[src/tsc_defs.vh]
`ifndef TSC_DEFS_VH
`define TSC_DEFS_VH

// command codes delivered by the front-end decoder
`define TSC_CODE_W            5
`define TSC_OPC_CMD           5'h00
`define TSC_OPC_QUERY         5'h01
`define TSC_WAIT_CMD          5'h02
`define TSC_RESET_CMD         5'h03
`define TSC_ADC_CONVERT_Q     5'h04
`define TSC_MF_LEVEL_CAL_Q    5'h05
`define TSC_DRV_LEVEL_CAL_Q   5'h06
`define TSC_RCV_LEVEL_CAL_Q   5'h07
`define TSC_CAL_INIT_Q        5'h08
`define TSC_DRV_TIMING_CAL_Q  5'h09
`define TSC_RCV_TIMING_CAL_Q  5'h0A
`define TSC_DRV_USER_CAL_Q    5'h0B
`define TSC_RCV_USER_CAL_Q    5'h0C
`define TSC_CAL_TERMINATE     5'h0D
`define TSC_PROBE_SEARCH_Q    5'h0E
`define TSC_MF_LEVEL_WR       5'h0F
`define TSC_DRV_LEVEL_WR      5'h10
`define TSC_RCV_LEVEL_WR      5'h11
`define TSC_DRV_TIMING_WR     5'h12
`define TSC_RCV_TIMING_WR     5'h13
`define TSC_DRV_USER_WR       5'h14
`define TSC_RCV_USER_WR       5'h15
`define TSC_CAL_PERIOD_SET    5'h16
`define TSC_EXPECT_RELOAD     5'h17
`define TSC_GENERIC_CMD       5'h18

// mainframe selector encoding
`define TSC_SEL_ALL           2'h0

// queued command word layout
`define TSC_ARG_W             16
`define TSC_WORD_W            24
`define TSC_F_CODE_LSB        19
`define TSC_F_SEL_LSB         17
`define TSC_F_USER_BIT        16
`define TSC_F_ARG_LSB         0

// event status bits
`define TSC_ESR_W             8
`define TSC_ESR_OPC_BIT       0
`define TSC_ESR_EXE_BIT       4
`define TSC_ESR_RST           8'h00

// answers
`define TSC_ANS_ONE           16'h0031
`define TSC_ANS_FAIL          16'hFFFF
`define TSC_ADC_W             12

// calibration data kinds that must all be reloaded after reset
`define TSC_CALDATA_W         5
`define TSC_CALDATA_ALL       5'h1F

`endif

[src/tsc_sync_cal.v]
// Behaviour
// - after an eoi byte, serial poll answers only once all queued commands finish
// - eoi byte switches to serial mode; next byte handshake held until queue drains
// - opc command sets the opc event bit after all earlier commands completed
// - opc query answers character 1 after itself and earlier commands completed
// - wait command does nothing since commands never overlap
// - interface clear abandons any byte handshake in progress
// - device clear resets command parsers; next byte starts a message header
// - device clear clears status registers but leaves the answer queue alone
// - reset command resets hardware to defaults; device uncalibrated until data reloaded
// - adc query returns conversion result up to 4095, or -1 on failure
// - mainframe selector 1,2,3 or all; adc calibration precedes mainframe level calibration and mainframe level writes
// - level or timing calibration may corrupt expected data; reload before test
// - ac timing calibration only measures, never alters stored calibration values
// - standard ac calibration per channel; user calibration uses pin and timing setup
// - calibration init with u option starts user calibration
// - calibration mode accepts only calibration commands, not init, using given period
`timescale 1ns/1ps
`include "tsc_defs.vh"
module tsc_sync_cal #(
	parameter DEPTH     = 8,
	parameter AW        = 3,
	parameter MF_PRESENT = 3'h7
) (
	input  wire                   clk,
	input  wire                   rst,
	input  wire                   cmd_valid,
	output wire                   cmd_ready,
	input  wire [`TSC_CODE_W-1:0] cmd_code,
	input  wire [1:0]             cmd_sel,
	input  wire [`TSC_ARG_W-1:0]  cmd_arg,
	input  wire                   cmd_user,
	input  wire                   cmd_eoi,
	input  wire                   ifc,
	input  wire                   dcl,
	input  wire                   spoll_req,
	output wire                   spoll_ack,
	output reg                    exec_valid_r,
	output reg  [`TSC_CODE_W-1:0] exec_code_r,
	output reg  [1:0]             exec_sel_r,
	output reg  [`TSC_ARG_W-1:0]  exec_arg_r,
	output reg                    exec_user_r,
	output reg                    exec_may_write_r,
	input  wire                   exec_done,
	input  wire                   exec_fail,
	input  wire [`TSC_ARG_W-1:0]  exec_result,
	output reg                    resp_valid_r,
	output reg  [`TSC_ARG_W-1:0]  resp_data_r,
	output reg                    parser_clear_r,
	output reg                    hw_reset_r,
	output reg                    exec_error_r,
	output reg  [`TSC_ESR_W-1:0]  esr_r,
	output wire                   calibrated,
	output reg                    cal_mode_r,
	output reg                    cal_user_r,
	output reg  [`TSC_ARG_W-1:0]  cal_period_r,
	output reg                    expect_stale_r
);
	localparam ST_IDLE = 2'h0;
	localparam ST_LOAD = 2'h1;
	localparam ST_RUN  = 2'h2;
	localparam ST_WAIT = 2'h3;

	reg  [1:0]               state_r;
	reg  [AW-1:0]            wr_ptr_r;
	reg  [AW-1:0]            rd_ptr_r;
	reg  [AW:0]              count_r;
	reg                      hold_r;
	reg  [2:0]               adc_done_r;
	reg  [`TSC_CALDATA_W-1:0] caldata_r;
	reg  [`TSC_WORD_W-1:0]   word_r;
	wire [`TSC_WORD_W-1:0]   mem_rd_data;
	wire                     push;
	wire                     pop;
	wire                     busy;
	wire [`TSC_CODE_W-1:0]   w_code;
	wire [1:0]               w_sel;
	reg                      opc_set;
	reg                      exe_set;

	function is_cal;
		input [`TSC_CODE_W-1:0] c;
		begin
			is_cal = (c >= `TSC_ADC_CONVERT_Q) && (c <= `TSC_CAL_PERIOD_SET);
		end
	endfunction

	function is_mf;
		input [`TSC_CODE_W-1:0] c;
		begin
			is_mf = (c == `TSC_ADC_CONVERT_Q) || (c == `TSC_MF_LEVEL_CAL_Q)
				|| (c == `TSC_MF_LEVEL_WR);
		end
	endfunction

	function [2:0] sel_mask;
		input [1:0] s;
		begin
			if (s == `TSC_SEL_ALL) begin
				sel_mask = MF_PRESENT;
			end else begin
				sel_mask = 3'h1 << (s - 2'h1);
			end
		end
	endfunction

	assign busy      = (count_r != {(AW+1){1'b0}}) || (state_r != ST_IDLE)
		|| opc_set || exe_set;
	assign cmd_ready = !hold_r && !ifc && (count_r < DEPTH);
	assign push      = cmd_valid && cmd_ready;
	assign pop       = (state_r == ST_LOAD);
	assign spoll_ack = spoll_req && !busy;
	assign calibrated = (caldata_r == `TSC_CALDATA_ALL);
	assign w_code    = word_r[`TSC_F_CODE_LSB +: `TSC_CODE_W];
	assign w_sel     = word_r[`TSC_F_SEL_LSB +: 2];

	tsc_cmd_mem #(
		.WIDTH (`TSC_WORD_W),
		.DEPTH (DEPTH),
		.AW    (AW)
	) u_mem (
		.clk     (clk),
		.wr_en   (push),
		.wr_addr (wr_ptr_r),
		.wr_data ({cmd_code, cmd_sel, cmd_user, cmd_arg}),
		.rd_addr (rd_ptr_r),
		.rd_data (mem_rd_data)
	);

	// queue pointers and eoi holdoff
	always @(posedge clk) begin
		if (rst) begin
			wr_ptr_r <= {AW{1'b0}};
			rd_ptr_r <= {AW{1'b0}};
			count_r  <= {(AW+1){1'b0}};
			hold_r   <= 1'b0;
		end else begin
			if (push) begin
				wr_ptr_r <= (wr_ptr_r == DEPTH-1) ? {AW{1'b0}} : wr_ptr_r + 1'b1;
			end
			if (pop) begin
				rd_ptr_r <= (rd_ptr_r == DEPTH-1) ? {AW{1'b0}} : rd_ptr_r + 1'b1;
			end
			count_r <= count_r + {{AW{1'b0}}, push} - {{AW{1'b0}}, pop};
			if (ifc) begin
				hold_r <= 1'b0;
			end else if (push && cmd_eoi) begin
				hold_r <= 1'b1;
			end else if (!busy) begin
				hold_r <= 1'b0;
			end
		end
	end

	// in-order single-command executor
	always @(posedge clk) begin
		if (rst) begin
			state_r          <= ST_IDLE;
			word_r           <= {`TSC_WORD_W{1'b0}};
			exec_valid_r     <= 1'b0;
			exec_code_r      <= `TSC_OPC_CMD;
			exec_sel_r       <= 2'h0;
			exec_arg_r       <= {`TSC_ARG_W{1'b0}};
			exec_user_r      <= 1'b0;
			exec_may_write_r <= 1'b0;
			resp_valid_r     <= 1'b0;
			resp_data_r      <= {`TSC_ARG_W{1'b0}};
			hw_reset_r       <= 1'b0;
			exec_error_r     <= 1'b0;
			opc_set          <= 1'b0;
			exe_set          <= 1'b0;
			cal_mode_r       <= 1'b0;
			cal_user_r       <= 1'b0;
			cal_period_r     <= {`TSC_ARG_W{1'b0}};
			adc_done_r       <= 3'h0;
			caldata_r        <= {`TSC_CALDATA_W{1'b0}};
			expect_stale_r   <= 1'b0;
		end else begin
			resp_valid_r <= 1'b0;
			hw_reset_r   <= 1'b0;
			exec_error_r <= 1'b0;
			opc_set      <= 1'b0;
			exe_set      <= 1'b0;
			case (state_r)
			ST_IDLE: begin
				if (count_r != {(AW+1){1'b0}}) begin
					state_r <= ST_LOAD;
				end
			end
			ST_LOAD: begin
				word_r  <= mem_rd_data;
				state_r <= ST_RUN;
			end
			ST_RUN: begin
				state_r <= ST_IDLE;
				if (cal_mode_r && (!is_cal(w_code) || w_code == `TSC_CAL_INIT_Q)
					&& w_code != `TSC_CAL_TERMINATE) begin
					exec_error_r <= 1'b1;
					exe_set      <= 1'b1;
				end else if (is_mf(w_code) && ((sel_mask(w_sel) & ~MF_PRESENT) != 3'h0)) begin
					exec_error_r <= 1'b1;
					exe_set      <= 1'b1;
				end else if (is_mf(w_code) && w_code != `TSC_ADC_CONVERT_Q
					&& ((sel_mask(w_sel) & ~adc_done_r) != 3'h0)) begin
					exec_error_r <= 1'b1;
					exe_set      <= 1'b1;
				end else begin
					case (w_code)
					`TSC_OPC_CMD: begin
						opc_set <= 1'b1;
					end
					`TSC_OPC_QUERY: begin
						resp_valid_r <= 1'b1;
						resp_data_r  <= `TSC_ANS_ONE;
					end
					`TSC_WAIT_CMD: begin
						state_r <= ST_IDLE;
					end
					`TSC_RESET_CMD: begin
						hw_reset_r     <= 1'b1;
						caldata_r      <= {`TSC_CALDATA_W{1'b0}};
						adc_done_r     <= 3'h0;
						cal_mode_r     <= 1'b0;
						cal_user_r     <= 1'b0;
						expect_stale_r <= 1'b0;
					end
					`TSC_CAL_TERMINATE: begin
						cal_mode_r <= 1'b0;
						cal_user_r <= 1'b0;
					end
					default: begin
						state_r          <= ST_WAIT;
						exec_valid_r     <= 1'b1;
						exec_code_r      <= w_code;
						exec_sel_r       <= w_sel;
						exec_arg_r       <= (cal_mode_r && is_cal(w_code)) ? cal_period_r
							: word_r[`TSC_F_ARG_LSB +: `TSC_ARG_W];
						exec_user_r      <= (w_code == `TSC_DRV_USER_CAL_Q)
							|| (w_code == `TSC_RCV_USER_CAL_Q);
						exec_may_write_r <= !((w_code >= `TSC_CAL_INIT_Q)
							&& (w_code <= `TSC_PROBE_SEARCH_Q));
					end
					endcase
				end
			end
			ST_WAIT: begin
				if (exec_done) begin
					exec_valid_r <= 1'b0;
					state_r      <= ST_IDLE;
					if (exec_code_r == `TSC_ADC_CONVERT_Q) begin
						resp_valid_r <= 1'b1;
						resp_data_r  <= exec_fail ? `TSC_ANS_FAIL
							: {{(`TSC_ARG_W-`TSC_ADC_W){1'b0}}, exec_result[`TSC_ADC_W-1:0]};
						if (!exec_fail) begin
							adc_done_r <= adc_done_r | sel_mask(exec_sel_r);
						end
					end else if (exec_fail) begin
						exec_error_r <= 1'b1;
						exe_set      <= 1'b1;
					end else begin
						if (exec_code_r <= `TSC_PROBE_SEARCH_Q) begin
							resp_valid_r <= 1'b1;
							resp_data_r  <= exec_result;
						end
						if (exec_code_r >= `TSC_MF_LEVEL_CAL_Q && exec_code_r <= `TSC_RCV_USER_CAL_Q) begin
							expect_stale_r <= 1'b1;
						end
						case (exec_code_r)
						`TSC_CAL_INIT_Q: begin
							cal_mode_r   <= 1'b1;
							cal_user_r   <= exec_user_r | word_r[`TSC_F_USER_BIT];
							cal_period_r <= exec_arg_r;
						end
						`TSC_MF_LEVEL_WR: caldata_r[0] <= 1'b1;
						`TSC_DRV_LEVEL_WR: caldata_r[1] <= 1'b1;
						`TSC_RCV_LEVEL_WR: caldata_r[2] <= 1'b1;
						`TSC_DRV_TIMING_WR: caldata_r[3] <= 1'b1;
						`TSC_RCV_TIMING_WR: caldata_r[4] <= 1'b1;
						`TSC_EXPECT_RELOAD: expect_stale_r <= 1'b0;
						default: begin
							cal_mode_r <= cal_mode_r;
						end
						endcase
					end
				end
			end
			default: begin
				state_r <= ST_IDLE;
			end
			endcase
		end
	end

	// event status and device clear
	always @(posedge clk) begin
		if (rst) begin
			esr_r          <= `TSC_ESR_RST;
			parser_clear_r <= 1'b0;
		end else begin
			parser_clear_r <= dcl;
			if (dcl) begin
				esr_r <= `TSC_ESR_RST;
			end
			if (opc_set) begin
				esr_r[`TSC_ESR_OPC_BIT] <= 1'b1;
			end
			if (exe_set) begin
				esr_r[`TSC_ESR_EXE_BIT] <= 1'b1;
			end
		end
	end
endmodule // tsc_sync_cal

[src/tsc_cmd_mem.v]
`timescale 1ns/1ps
module tsc_cmd_mem #(
	parameter WIDTH = 24,
	parameter DEPTH = 8,
	parameter AW    = 3
) (
	input  wire             clk,
	input  wire             wr_en,
	input  wire [AW-1:0]    wr_addr,
	input  wire [WIDTH-1:0] wr_data,
	input  wire [AW-1:0]    rd_addr,
	output reg  [WIDTH-1:0] rd_data
);
	reg [WIDTH-1:0] mem [0:DEPTH-1];

	always @(posedge clk) begin
		if (wr_en) begin
			mem[wr_addr] <= wr_data;
		end
		rd_data <= mem[rd_addr];
	end
endmodule // tsc_cmd_mem

[config.mk]
export PLATFORM = sky130hd
export DESIGN_NAME = tsc_sync_cal
export DESIGN_NICKNAME = d
export VERILOG_FILES = /design/src/tsc_sync_cal.v /design/src/tsc_cmd_mem.v
export VERILOG_INCLUDE_DIRS = /design/src /design/src/src
export SDC_FILE = /design/constraint.sdc
export NUM_CORES = 1
export LEC_CHECK = 0
export BUFFER_PORTS_ARGS = -buffer_cell sky130_fd_sc_hd__buf_2
export CORE_UTILIZATION = 55
export CTS_CLUSTER_DIAMETER = 100
export DETAILED_ROUTE_END_ITERATION = 7
export PLACE_DENSITY = 0.71
export SETUP_SLACK_MARGIN = 0.4
export SLEW_MARGIN = 20
export SYNTH_ARGS = -nofsm -noshare
export SYNTH_HDL_FRONTEND = slang
export SYNTH_SLANG_ARGS = --single-unit
[constraint.sdc]
create_clock -name clk -period 8.1 [get_ports clk]
set_clock_uncertainty 0.15 [all_clocks]
set_input_delay 1.62 -clock clk [delete_from_list [all_inputs] [get_ports clk]]
set_output_delay 1.62 -clock clk [all_outputs]
set_load 0.05 [all_outputs]
# ---- Yosys cells after proc, flatten, opt, wreduce, memory -nomap -nowiden
# Memory sizes are Yosys's and may differ from the RTL's. A register that Yosys moved wholly into a read port is not among the register bits.
# Index checks and enable logic that the tools add are counted.
dict set report classes {
  n_div 0
  n_mul 0
  bitwise 10
  shift 2
  n_reduce_logical 52
  n_mux 97
  addsub 6
  magnitude_cmp 8
  eq_ne 47
}
# cell count
set ops {}
lappend ops {{$mux W16} 9}
lappend ops {{$reduce_and A8 Y1} 7}
lappend ops {{$mux W3} 18}
lappend ops {{$mux W1} 48}
lappend ops {{$eq A5 B4 Y1 const B} 7}
lappend ops {{$mux W5} 7}
lappend ops {{$pmux W16 S2} 1}
lappend ops {{$eq A5 B5 Y1 const B} 6}
lappend ops {{$ne A2 B2 Y1 const B} 12}
lappend ops {{$eq A5 B3 Y1 const B} 3}
lappend ops {{$le A5 B4 Y1 const B} 3}
lappend ops {{$reduce_and A7 Y1} 2}
lappend ops {{$logic_and A1 B1 Y1} 13}
lappend ops {{$ne A2 B1 Y1 const B} 6}
lappend ops {{$pmux W1 S2} 6}
lappend ops {{$eq A5 B2 Y1 const B} 2}
lappend ops {{$ge A5 B3 Y1 const B} 2}
lappend ops {{$mux W2} 5}
lappend ops {{$pmux W5 S2} 1}
lappend ops {{$reduce_and A5 Y1} 2}
lappend ops {{$pmux W2 S4} 1}
lappend ops {{$reduce_bool A2 Y1} 4}
lappend ops {{$logic_or A1 B1 Y1} 7}
lappend ops {{$add A3 B1 Y3 const B} 2}
lappend ops {{other kinds (31)} 48}
dict set report word_totals {
  word_cells 253
  inputBits 49
  reg_bits 113
  rom_bits 0
  mem_bits_rw 192
  latchBits 0
  n_memories 1
}
# memory words word_bits rd rd_ports_with_merged_regs wr line_no
set memory_table {}
lappend memory_table {u_mem.mem 8 24 1 1 1 tsc_cmd_mem.v:14} ;# reg [WIDTH-1:0] mem [0:DEPTH-1];

# ---- Longest topological paths before layout
# Gate-level depths: netlist of the first run.
dict set report logic_depth {
  depth_word 15
  depth_mapped 11
  mapped_depth_nobuf 10
}

# ---- By module
# A second synthesis of the first run with hierarchy kept.
dict set report hier_totals {
  hier_cells 889
  area_unflattened_um2 12784.8
}
# module cells_each instances area_each_um2 seq_area_each_um2
set modules_own_cells {}
lappend modules_own_cells {tsc_cmd_mem 314 1 7797.5 6246.0}
lappend modules_own_cells {tsc_sync_cal 575 1 4987.3 2262.2}

# ---- Worst setup path before layout of the first run
# No wires, ideal clock.
dict set report synth_path {
  path_kind {input to register}
  from {in ifc}
  to {mem u_mem.mem[0][0], enable pin}
  arrival_time_ns 5.784
  slack_ns 1.699
  t_required_ns 7.484
  path_stages 3
  setup_time_ns 0.466
  path_cell_list {nor3_1 -> nand2_1 -> nor4_1}
}
dict set report synth_between {
  elab_chain_cells 6
}
# item line_no
set synth_lines {}
lappend synth_lines {{start, declared} tsc_sync_cal.v:34} ;# input wire ifc,
lappend synth_lines {{$logic_not A1 Y1} tsc_sync_cal.v:109} ;# assign cmd_ready = !hold_r && !ifc && (count_r < DEPTH);
lappend synth_lines {{$logic_and A1 B1 Y1 (2 in series)} tsc_sync_cal.v:109}
lappend synth_lines {{$logic_and A1 B1 Y1} tsc_sync_cal.v:110} ;# assign push = cmd_valid && cmd_ready;
lappend synth_lines {{$mux W1} tsc_cmd_mem.v:17} ;# if (wr_en) begin
lappend synth_lines {{$mux W1 (implied by the code)} tsc_cmd_mem.v:18} ;# mem[wr_addr] <= wr_data;
lappend synth_lines {{end, declared} tsc_cmd_mem.v:14}
# No other way between the ends.

# ---- Final worst setup path of the first run
dict set report layout_path {
  from {in ifc}
  to {out cmd_ready}
}
dict set report layout_between {
  elab_chain_cells 3
}
# item line_no
set layout_lines {}
lappend layout_lines {{$logic_not A1 Y1} tsc_sync_cal.v:109}
lappend layout_lines {{$logic_and A1 B1 Y1 (2 in series)} tsc_sync_cal.v:109}
lappend layout_lines {{end, declared} tsc_sync_cal.v:28} ;# output wire cmd_ready,
# No other way between the ends.

==> metrics.txt, run 1 <==
Synth Area in Compound Gates 0.0816; Synth Area in XOR/XNOR 0.00274; Mean Syn Cell Area 14.4 µm²; yosys warns 0; # IOs 125; critical path cell sequence buf_2, nor3_1, buf_4, buf_2; worst reg2reg setup slack 4.52 ns; Post-DP HPWL 14900 µm; Root Buffer clkbuf_16; Sequential cell area 0.00851 mm²; Buf+Inv Stages, Crit Path 3; Final Critical Period 4.08 ns; WL final 25000 µm; first-pass GRT wire length 39400 µm; EDFF count, synth 192; share of layout cells above drive strength 1 0.281; DR vias 7596; Sw Share 0.262; Clock Path Buffers 3; H-tree depth 2; sequential power share 0.481; CP peak stage delay 0.27 ns; worst min path class flip-flop to flip-flop; DRC Markers 0; period utilisation layout 0.503; # port buffers 118; DP Area 0.0136 mm²; Setup CP Type input pin to output pin; clk sinks 329; Critical Path Sink cmd_ready; Psw 1.10 mW; top cell type's share of synthesized area 0.451; worst-path maximum fanout 6; Crit Reg-Reg Endpoint count_r[2]; R2R depth 10; Final Power 4.19 mW; metal2 WL 11900 µm; setup TNS 0 ns; area share of fa/ha/maj cells after synthesis 0.0143; Placed Cells 1254; Final ANT Viol Nets 0; register area share after synthesis 0.666; Hold WS 0.285 ns; Num CTS Buffers 35; hold buffer count at CTS 0; clock insertion delay at the later pin of the skew report 0.50 ns; met3 WL 1340 µm; die extent in y 154 µm; initial core utilization 0.563; Post-Synth Simple-Gate Area 0.0724; RSZ-0062 raised after global routing no; crit end category output pin; Synth Instances 889; Routed WL per cell 19.0 µm; Clk pin slew, worst setup/hold paths 0.06 ns; Clk network pwr share 0.358; VDD IR-drop max 0.235 mV; area delta synth->final 15.0%; CP top delay family buffers and inverters; site row count 55; main combinational cell family by area after synthesis multiplexers; # Post-CTS Setup Buffers 0; CTS tree done; Post-CTS Resized 0; endpoints failing hold 0; synthesized area 0.0128 mm²; final instance area 0.0147 mm²; Avg Vias per Cell 5.77; Critical Path Start ifc; worst reg2reg startpoint state_r[1]; core box area 0.0227 mm²; LEAKAGE 5.24 nW; combinational power share 0.161; Post-synth top cells 192 x edfxtp_1, 137 x dfxtp_1, 84 x nand2_1, 68 x a21oi_1, 48 x mux4_2; synth top area cells edfxtp_1 45%, dfxtp_1 21%, mux4_2 8.5%; Netlist cell types 76; stages on the worst setup path 4; GRT Resource Usage Total 0.212; post-synthesis mux area share 0.133; Non-Filler Instances 1316; Die W 154 µm; Main synth FF type edfxtp_1; initial antenna violation count 0; Hold Startpoint u_mem.rd_data[4]; setup slack after layout 4.02 ns; Final setup viols 0; Initial DRT Pass Iterations 4; Internal 3.09 mW; Diodes inserted 0; Pwr Density 285 mW/mm²; multi-input logic area 0.00393 mm²; Max-slew headroom 0.224; Layout fillers 1671; Worst Setup Start Kind input pin; Synth area leader edfxtp_1; flops & latches, synth 329; arrival time worst endpoint 2.31 ns; Max Cap Viol 0; initial detailed-routing violation count 456; nets 1070; pre-CTS WS 4.02 ns; highest routed layer met4; outcome complete, no violations; pin count of the biggest net entering global routing 94; most used cell, CP buf_2; Critical Path RT 6.33 ns; Slew Limit Fails 0; met1 WL 11300 µm; vias in the first global route 7259; DIE AREA 0.0238 mm²; actual slew at the worst max-slew pin 1.16 ns; CP max-delay cell buf_2; Post-synth ARST share 0; RePlAce Congestion 0.856; Util after Layout 0.647; Max Freq 245 MHz; gr ovfl total 0; most common cell in the netlist edfxtp_1
[flip-flops by register name (all words and copies together), names as in the netlist, 2 cells and up]
signal and count:
state_r 2, caldata_r 5, cal_period_r 16, esr_r 2, exec_code_r 5, u_mem.rd_data 24
exec_sel_r 2, exec_arg_r 16, rd_ptr_r 3, count_r 4, u_mem.mem 192, wr_ptr_r 3
word_r 24, resp_data_r 16, adc_done_r 3
[cell usage in the layout (no fill, tap or decap), types with 3 or more instances in the layout]
cell,instances
clkbuf_1,7
nand3_1,21
nor2_1,39
mux2_2,25
or2_2,5
a21o_1,3
buf_4,14
nand2b_1,4
clkbuf_8,4
dfxtp_1,135
mux2i_1,33
clkinv_1,7
buf_2,118
o221a_2,3
clkbuf_16,36
a32o_1,3
o21a_1,6
nor3_1,8
a21oi_1,68
inv_1,17
nor2_2,5
a211oi_1,18
clkinv_2,3
mux4_2,48
nor2b_1,4
ha_1,13
nand2_1,84
edfxtp_1,192
a31oi_1,8
nor3_2,5
conb_1,6
o21ai_0,28
[power by group through the flow]
stage | sequential [mW] | clock (mW) | combinational, mW
after floorplan | 2.02 | 0 | 0.527
after global placement | 2.08 | 0 | 0.614
after detailed placement | 2.08 | 0 | 0.626
after CTS | 2.05 | 1.53 | 0.632
after global routing | 2.03 | 1.60 | 0.740
final | 2.01 | 1.50 | 0.674
[layout make-up]
cell class | instances | area share
Clock buffer | 47 | 0.0669
Timing Repair Buffer | 133 | 0.0492
Sequential cell | 329 | 0.580
Inverter | 19 | 0.00486
Tap cell | 285 | 0.0243
Multi-Input combinational cell | 489 | 0.268
Clock inverter | 14 | 0.00724
[kinds of logic after synthesis]
family                     after synthesis
DFF                                    329
and+or+nand+nor                        196
AOI/OAI and AO/OA                      163
muxes                                  106
buffers and inverters                   76
adders and majority gates               14
xor gates and xnor gates                 4
other                                    1
[layer usage]
metal / GRT usage / up-vias
met5: 0 / -
met4: 0.0585 / 0
met3: 0.0361 / 40
met2: 0.341 / 222
met1: 0.302 / 3755
li1: - / 3579
[worst reg2reg max path: cells and delay by family (launching register included)]
| kind | cells | cell delay (ns) |
|---|---|---|
| xor gates and xnor gates | 1 | 0.16 |
| adders and majority gates | 3 | 1.13 |
| buffers and inverters | 4 | 1.27 |
| DFF | 1 | 0.56 |
| and+or+nand+nor | 2 | 0.15 |
[worst min-delay path by stage]
stage | end | slack [ns] | cells past startpoint
floorplan | word_r[0] | 0.27 | 2
global placement | word_r[22] | 0.27 | 2
detailed placement | word_r[22] | 0.28 | 2
CTS | word_r[0] | 0.29 | 2
global route | word_r[6] | 0.31 | 2
finish | word_r[4] | 0.29 | 2
Note: power is estimated with default switching activity, not from simulation.
==> run 2: changes to the inputs <==
ABC_AREA = 1   (was not set)
clock period = 4.1 ns   (was 8.1 ns; I/O delays follow)
==> run 2 against run 1 <==
Setup slack worse by 3.0 ns. Clock-buffer cell count up 6. Sequential power increased by 110%. Sequential share of layout area decreased by 0.75 points. Area after synthesis is 2.0% higher. Combinational power grew to 3.8 times the previous value. Largest cell class unchanged. Critical path depth increased by 3. Power increased by 130%. Core utilization rose by 0.23 points. Wire length rose by 8.5%.
==> metrics.txt, run 2 <==
Hold Startpoint u_mem.rd_data[11]; period utilisation layout 0.744; Netlist cell types 39 (-49%); worst hold path depth 2 (unchanged); initial antenna violation count 0 (unchanged); Num CTS Buffers 35 (unchanged); CP top delay family simple AND/OR/NAND/NOR gates; endpoints failing hold 0 (unchanged); Final Power 9.62 mW (+130%); worst reg2reg setup slack 1.46 ns (-3.06 ns); gr ovfl total 0 (unchanged); Main synth FF type edfxtp_1; worst min path class flip-flop to flip-flop; flops & latches, synth 329 (unchanged); Worst Setup Start Kind flip-flop; initial core utilization 0.568 (+0.00596); CTS tree done; Pwr Density 647 mW/mm² (+130%); Max Freq 328 MHz; Post-DP HPWL 16600 µm (+12%); # Post-CTS Setup Buffers 0 (unchanged); WL final 27100 µm (+8.5%); CP peak stage delay 0.46 ns (+0.19 ns); Util after Layout 0.649 (+0.00231); Layout fillers 1898 (+14%); H-tree depth 2 (unchanged); Diodes inserted 0 (unchanged); core box area 0.0229 mm² (+0.91%); synthesized area 0.0130 mm² (+2.0%); stages on the worst setup path 7 (+3); register area share after synthesis 0.653 (-0.0129); Post-synth ARST share 0 (unchanged); Final setup viols 0 (unchanged); RePlAce Congestion 0.818 (-4.4%); Synth area leader edfxtp_1; top cell type's share of synthesized area 0.443 (-0.00876); area delta synth->final 14.2%; most common cell in the netlist nor2_1; Hold Path End word_r[11]; RSZ-0062 raised after global routing no; initial detailed-routing violation count 637 (+40%); Buf+Inv Stages, Crit Path 3 (unchanged); max reg flops 192 (unchanged); Max Cap Viol 0 (unchanged); Routed WL per cell 15.7 µm (-17%); arrival time worst endpoint 2.08 ns (-0.23 ns); DR vias 9174 (+21%); DIE AREA 0.0243 mm² (+2.0%); commonest non-fill, non-tap cell in the layout nor2_1; setup slack after layout 1.05 ns (-2.97 ns); EDFF count, synth 192 (unchanged); clock insertion delay at the later pin of the skew report 0.50 ns (about the same); setup TNS 0 ns (unchanged); # port buffers 118 (unchanged); pre-CTS WS 1.29 ns (-2.73 ns); Crit Reg-Reg Endpoint exec_code_r[2]; Mean Syn Cell Area 10.1 µm² (-30%); worst reg2reg startpoint word_r[17]; worst-path maximum fanout 2 (-4); Die W 156 µm (+0.97%); die extent in y 156 µm (+0.97%); Regs by FF count u_mem.mem: 192 flops, u_mem.rd_data: 24 flops, word_r: 24 flops; Initial DRT Pass Iterations 5 (+1); outcome complete, no violations; Slew Limit Fails 0 (unchanged); R2R depth 9 (-1); hold buffer count at CTS 0 (unchanged); CP max-delay cell nor4_1; Final ANT Viol Nets 0 (unchanged); crit end category output pin; critical path cell sequence inv_1, ha_1, inv_1, nor4_1, nand3_1, nor2_1, buf_2; pin count of the biggest net entering global routing 99 (+5.3%); Synth Instances 1293 (+45%); clk sinks 329 (unchanged); Final Critical Period 3.05 ns; most frequent cells in the layout 277 x nor2_1, 192 x edfxtp_1, 188 x o21ai_0; Critical Path RT 3.13 ns (-3.20 ns); nets 1454 (+36%); VDD IR-drop max 0.401 mV (+70%); most used cell, CP inv_1; share of layout cells above drive strength 1 0.155 (-0.127); Clock Path Buffers 3 (unchanged); LEAKAGE 5.73 nW (+9.5%); Root Buffer clkbuf_16; yosys warns 0 (unchanged); actual slew at the worst max-slew pin 0.989 ns (-0.176 ns); GRT Resource Usage Total 0.228 (+0.0159); Post-synth top cells 285 x nor2_1, 192 x edfxtp_1, 188 x o21ai_0, 137 x dfxtp_1, 97 x nand2_1; Setup CP Type flip-flop to output pin; site row count 55 (unchanged); # IOs 125 (unchanged); Max-slew headroom 0.341 (+0.117); first-pass GRT wire length 43800 µm (+11%); vias in the first global route 8557 (+18%); Avg Vias per Cell 5.31 (-8.1%); DRC Markers 0 (unchanged); Post-CTS Resized 0 (unchanged); register bank with the most flops u_mem.mem; Clk pin slew, worst setup/hold paths 0.06 ns (about the same); synth top area cells edfxtp_1 44%, dfxtp_1 21%, nor2_1 8.2%
## run 2: cell count changes in the layout (fill, tap and decap cells not counted), moves of 16 or more
cell,before,now
a211oi_1,18,1
inv_1,17,76
o21ai_0,28,188
nor2_1,39,277
mux2_2,25,0
mux2i_1,33,0
a31oi_1,8,24
o22ai_1,0,24
mux4_2,48,0
## run 2: through the flow
| stage | hold slack, ns | std cells | instance area (µm²) |
|---|---|---|---|
| after floorplan | 0.281 | 1298 | 13100 |
| after global placement | 0.288 | 1666 | 13800 |
| after detailed placement | 0.294 | 1666 | 13800 |
| after CTS | 0.312 | 1728 | 14900 |
| after global routing | 0.315 | 1729 | 14900 |
| final | 0.307 | 1729 | 14900 |
## run 2: area by class of cell
class,count,area [µm²],area share
clock buffer,53,973,0.0654
clock inverter,9,81.3,0.00547
inverter,87,329,0.0221
multi-input combinational,803,3850,0.259
sequential,329,8510,0.572
tap,313,392,0.0263
timing repair buffer,135,734,0.0494
## run 2: cell families after synthesis
logic type,after synthesis,synth area share
and+or+nand+nor,450,0.143
xor gates and xnor gates,1,0.000672
buffers and inverters,166,0.0545
DFF,329,0.653
adders and majority gates,14,0.0140
AOI/OAI and AO/OA,332,0.135
other,1,0.000288
## run 2: metal layers
| layer | share of wire | track usage | wire length (µm) | up-vias |
|---|---|---|---|---|
| met2 | 0.48 | 0.382 | 12900 | 269 |
| li1 | - | - | - | 4612 |
| met5 | 0 | 0 | 0 | - |
| met1 | 0.44 | 0.305 | 12000 | 4247 |
| met4 | 0.020 | 0.0705 | 539 | 0 |
| met3 | 0.062 | 0.0381 | 1690 | 46 |
## run 2: worst max path at each step
stage,start,endpoint,slack [ns]
2_1_floorplan,ifc,u_mem.mem[1][0],0.49
3_3_place_gp,ifc,u_mem.mem[2][23],1.33
3_5_place_dp,ifc,count_r[2],1.29
4_1_cts,count_r[2],spoll_ack,1.07
5_1_grt,count_r[2],spoll_ack,0.92
6_report,count_r[2],spoll_ack,1.05
## run 2: power by group
| part | switching, mW | leakage, nW | internal [mW] |
|---|---|---|---|
| clock network | 1.20 | 0.513 | 1.71 |
| logic | 1.83 | 2.37 | 0.747 |
| registers | 0.224 | 2.85 | 3.91 |
## run 2: worst reg2reg max path, delay by kind of cell, from the launching register on
kind / cells / cell delay [ns]
AOI/OAI and AO/OA: 2 / 0.53
adders and majority gates: 1 / 0.28
buffers and inverters: 1 / 0.07
DFF: 1 / 0.37
and+or+nand+nor: 5 / 1.08
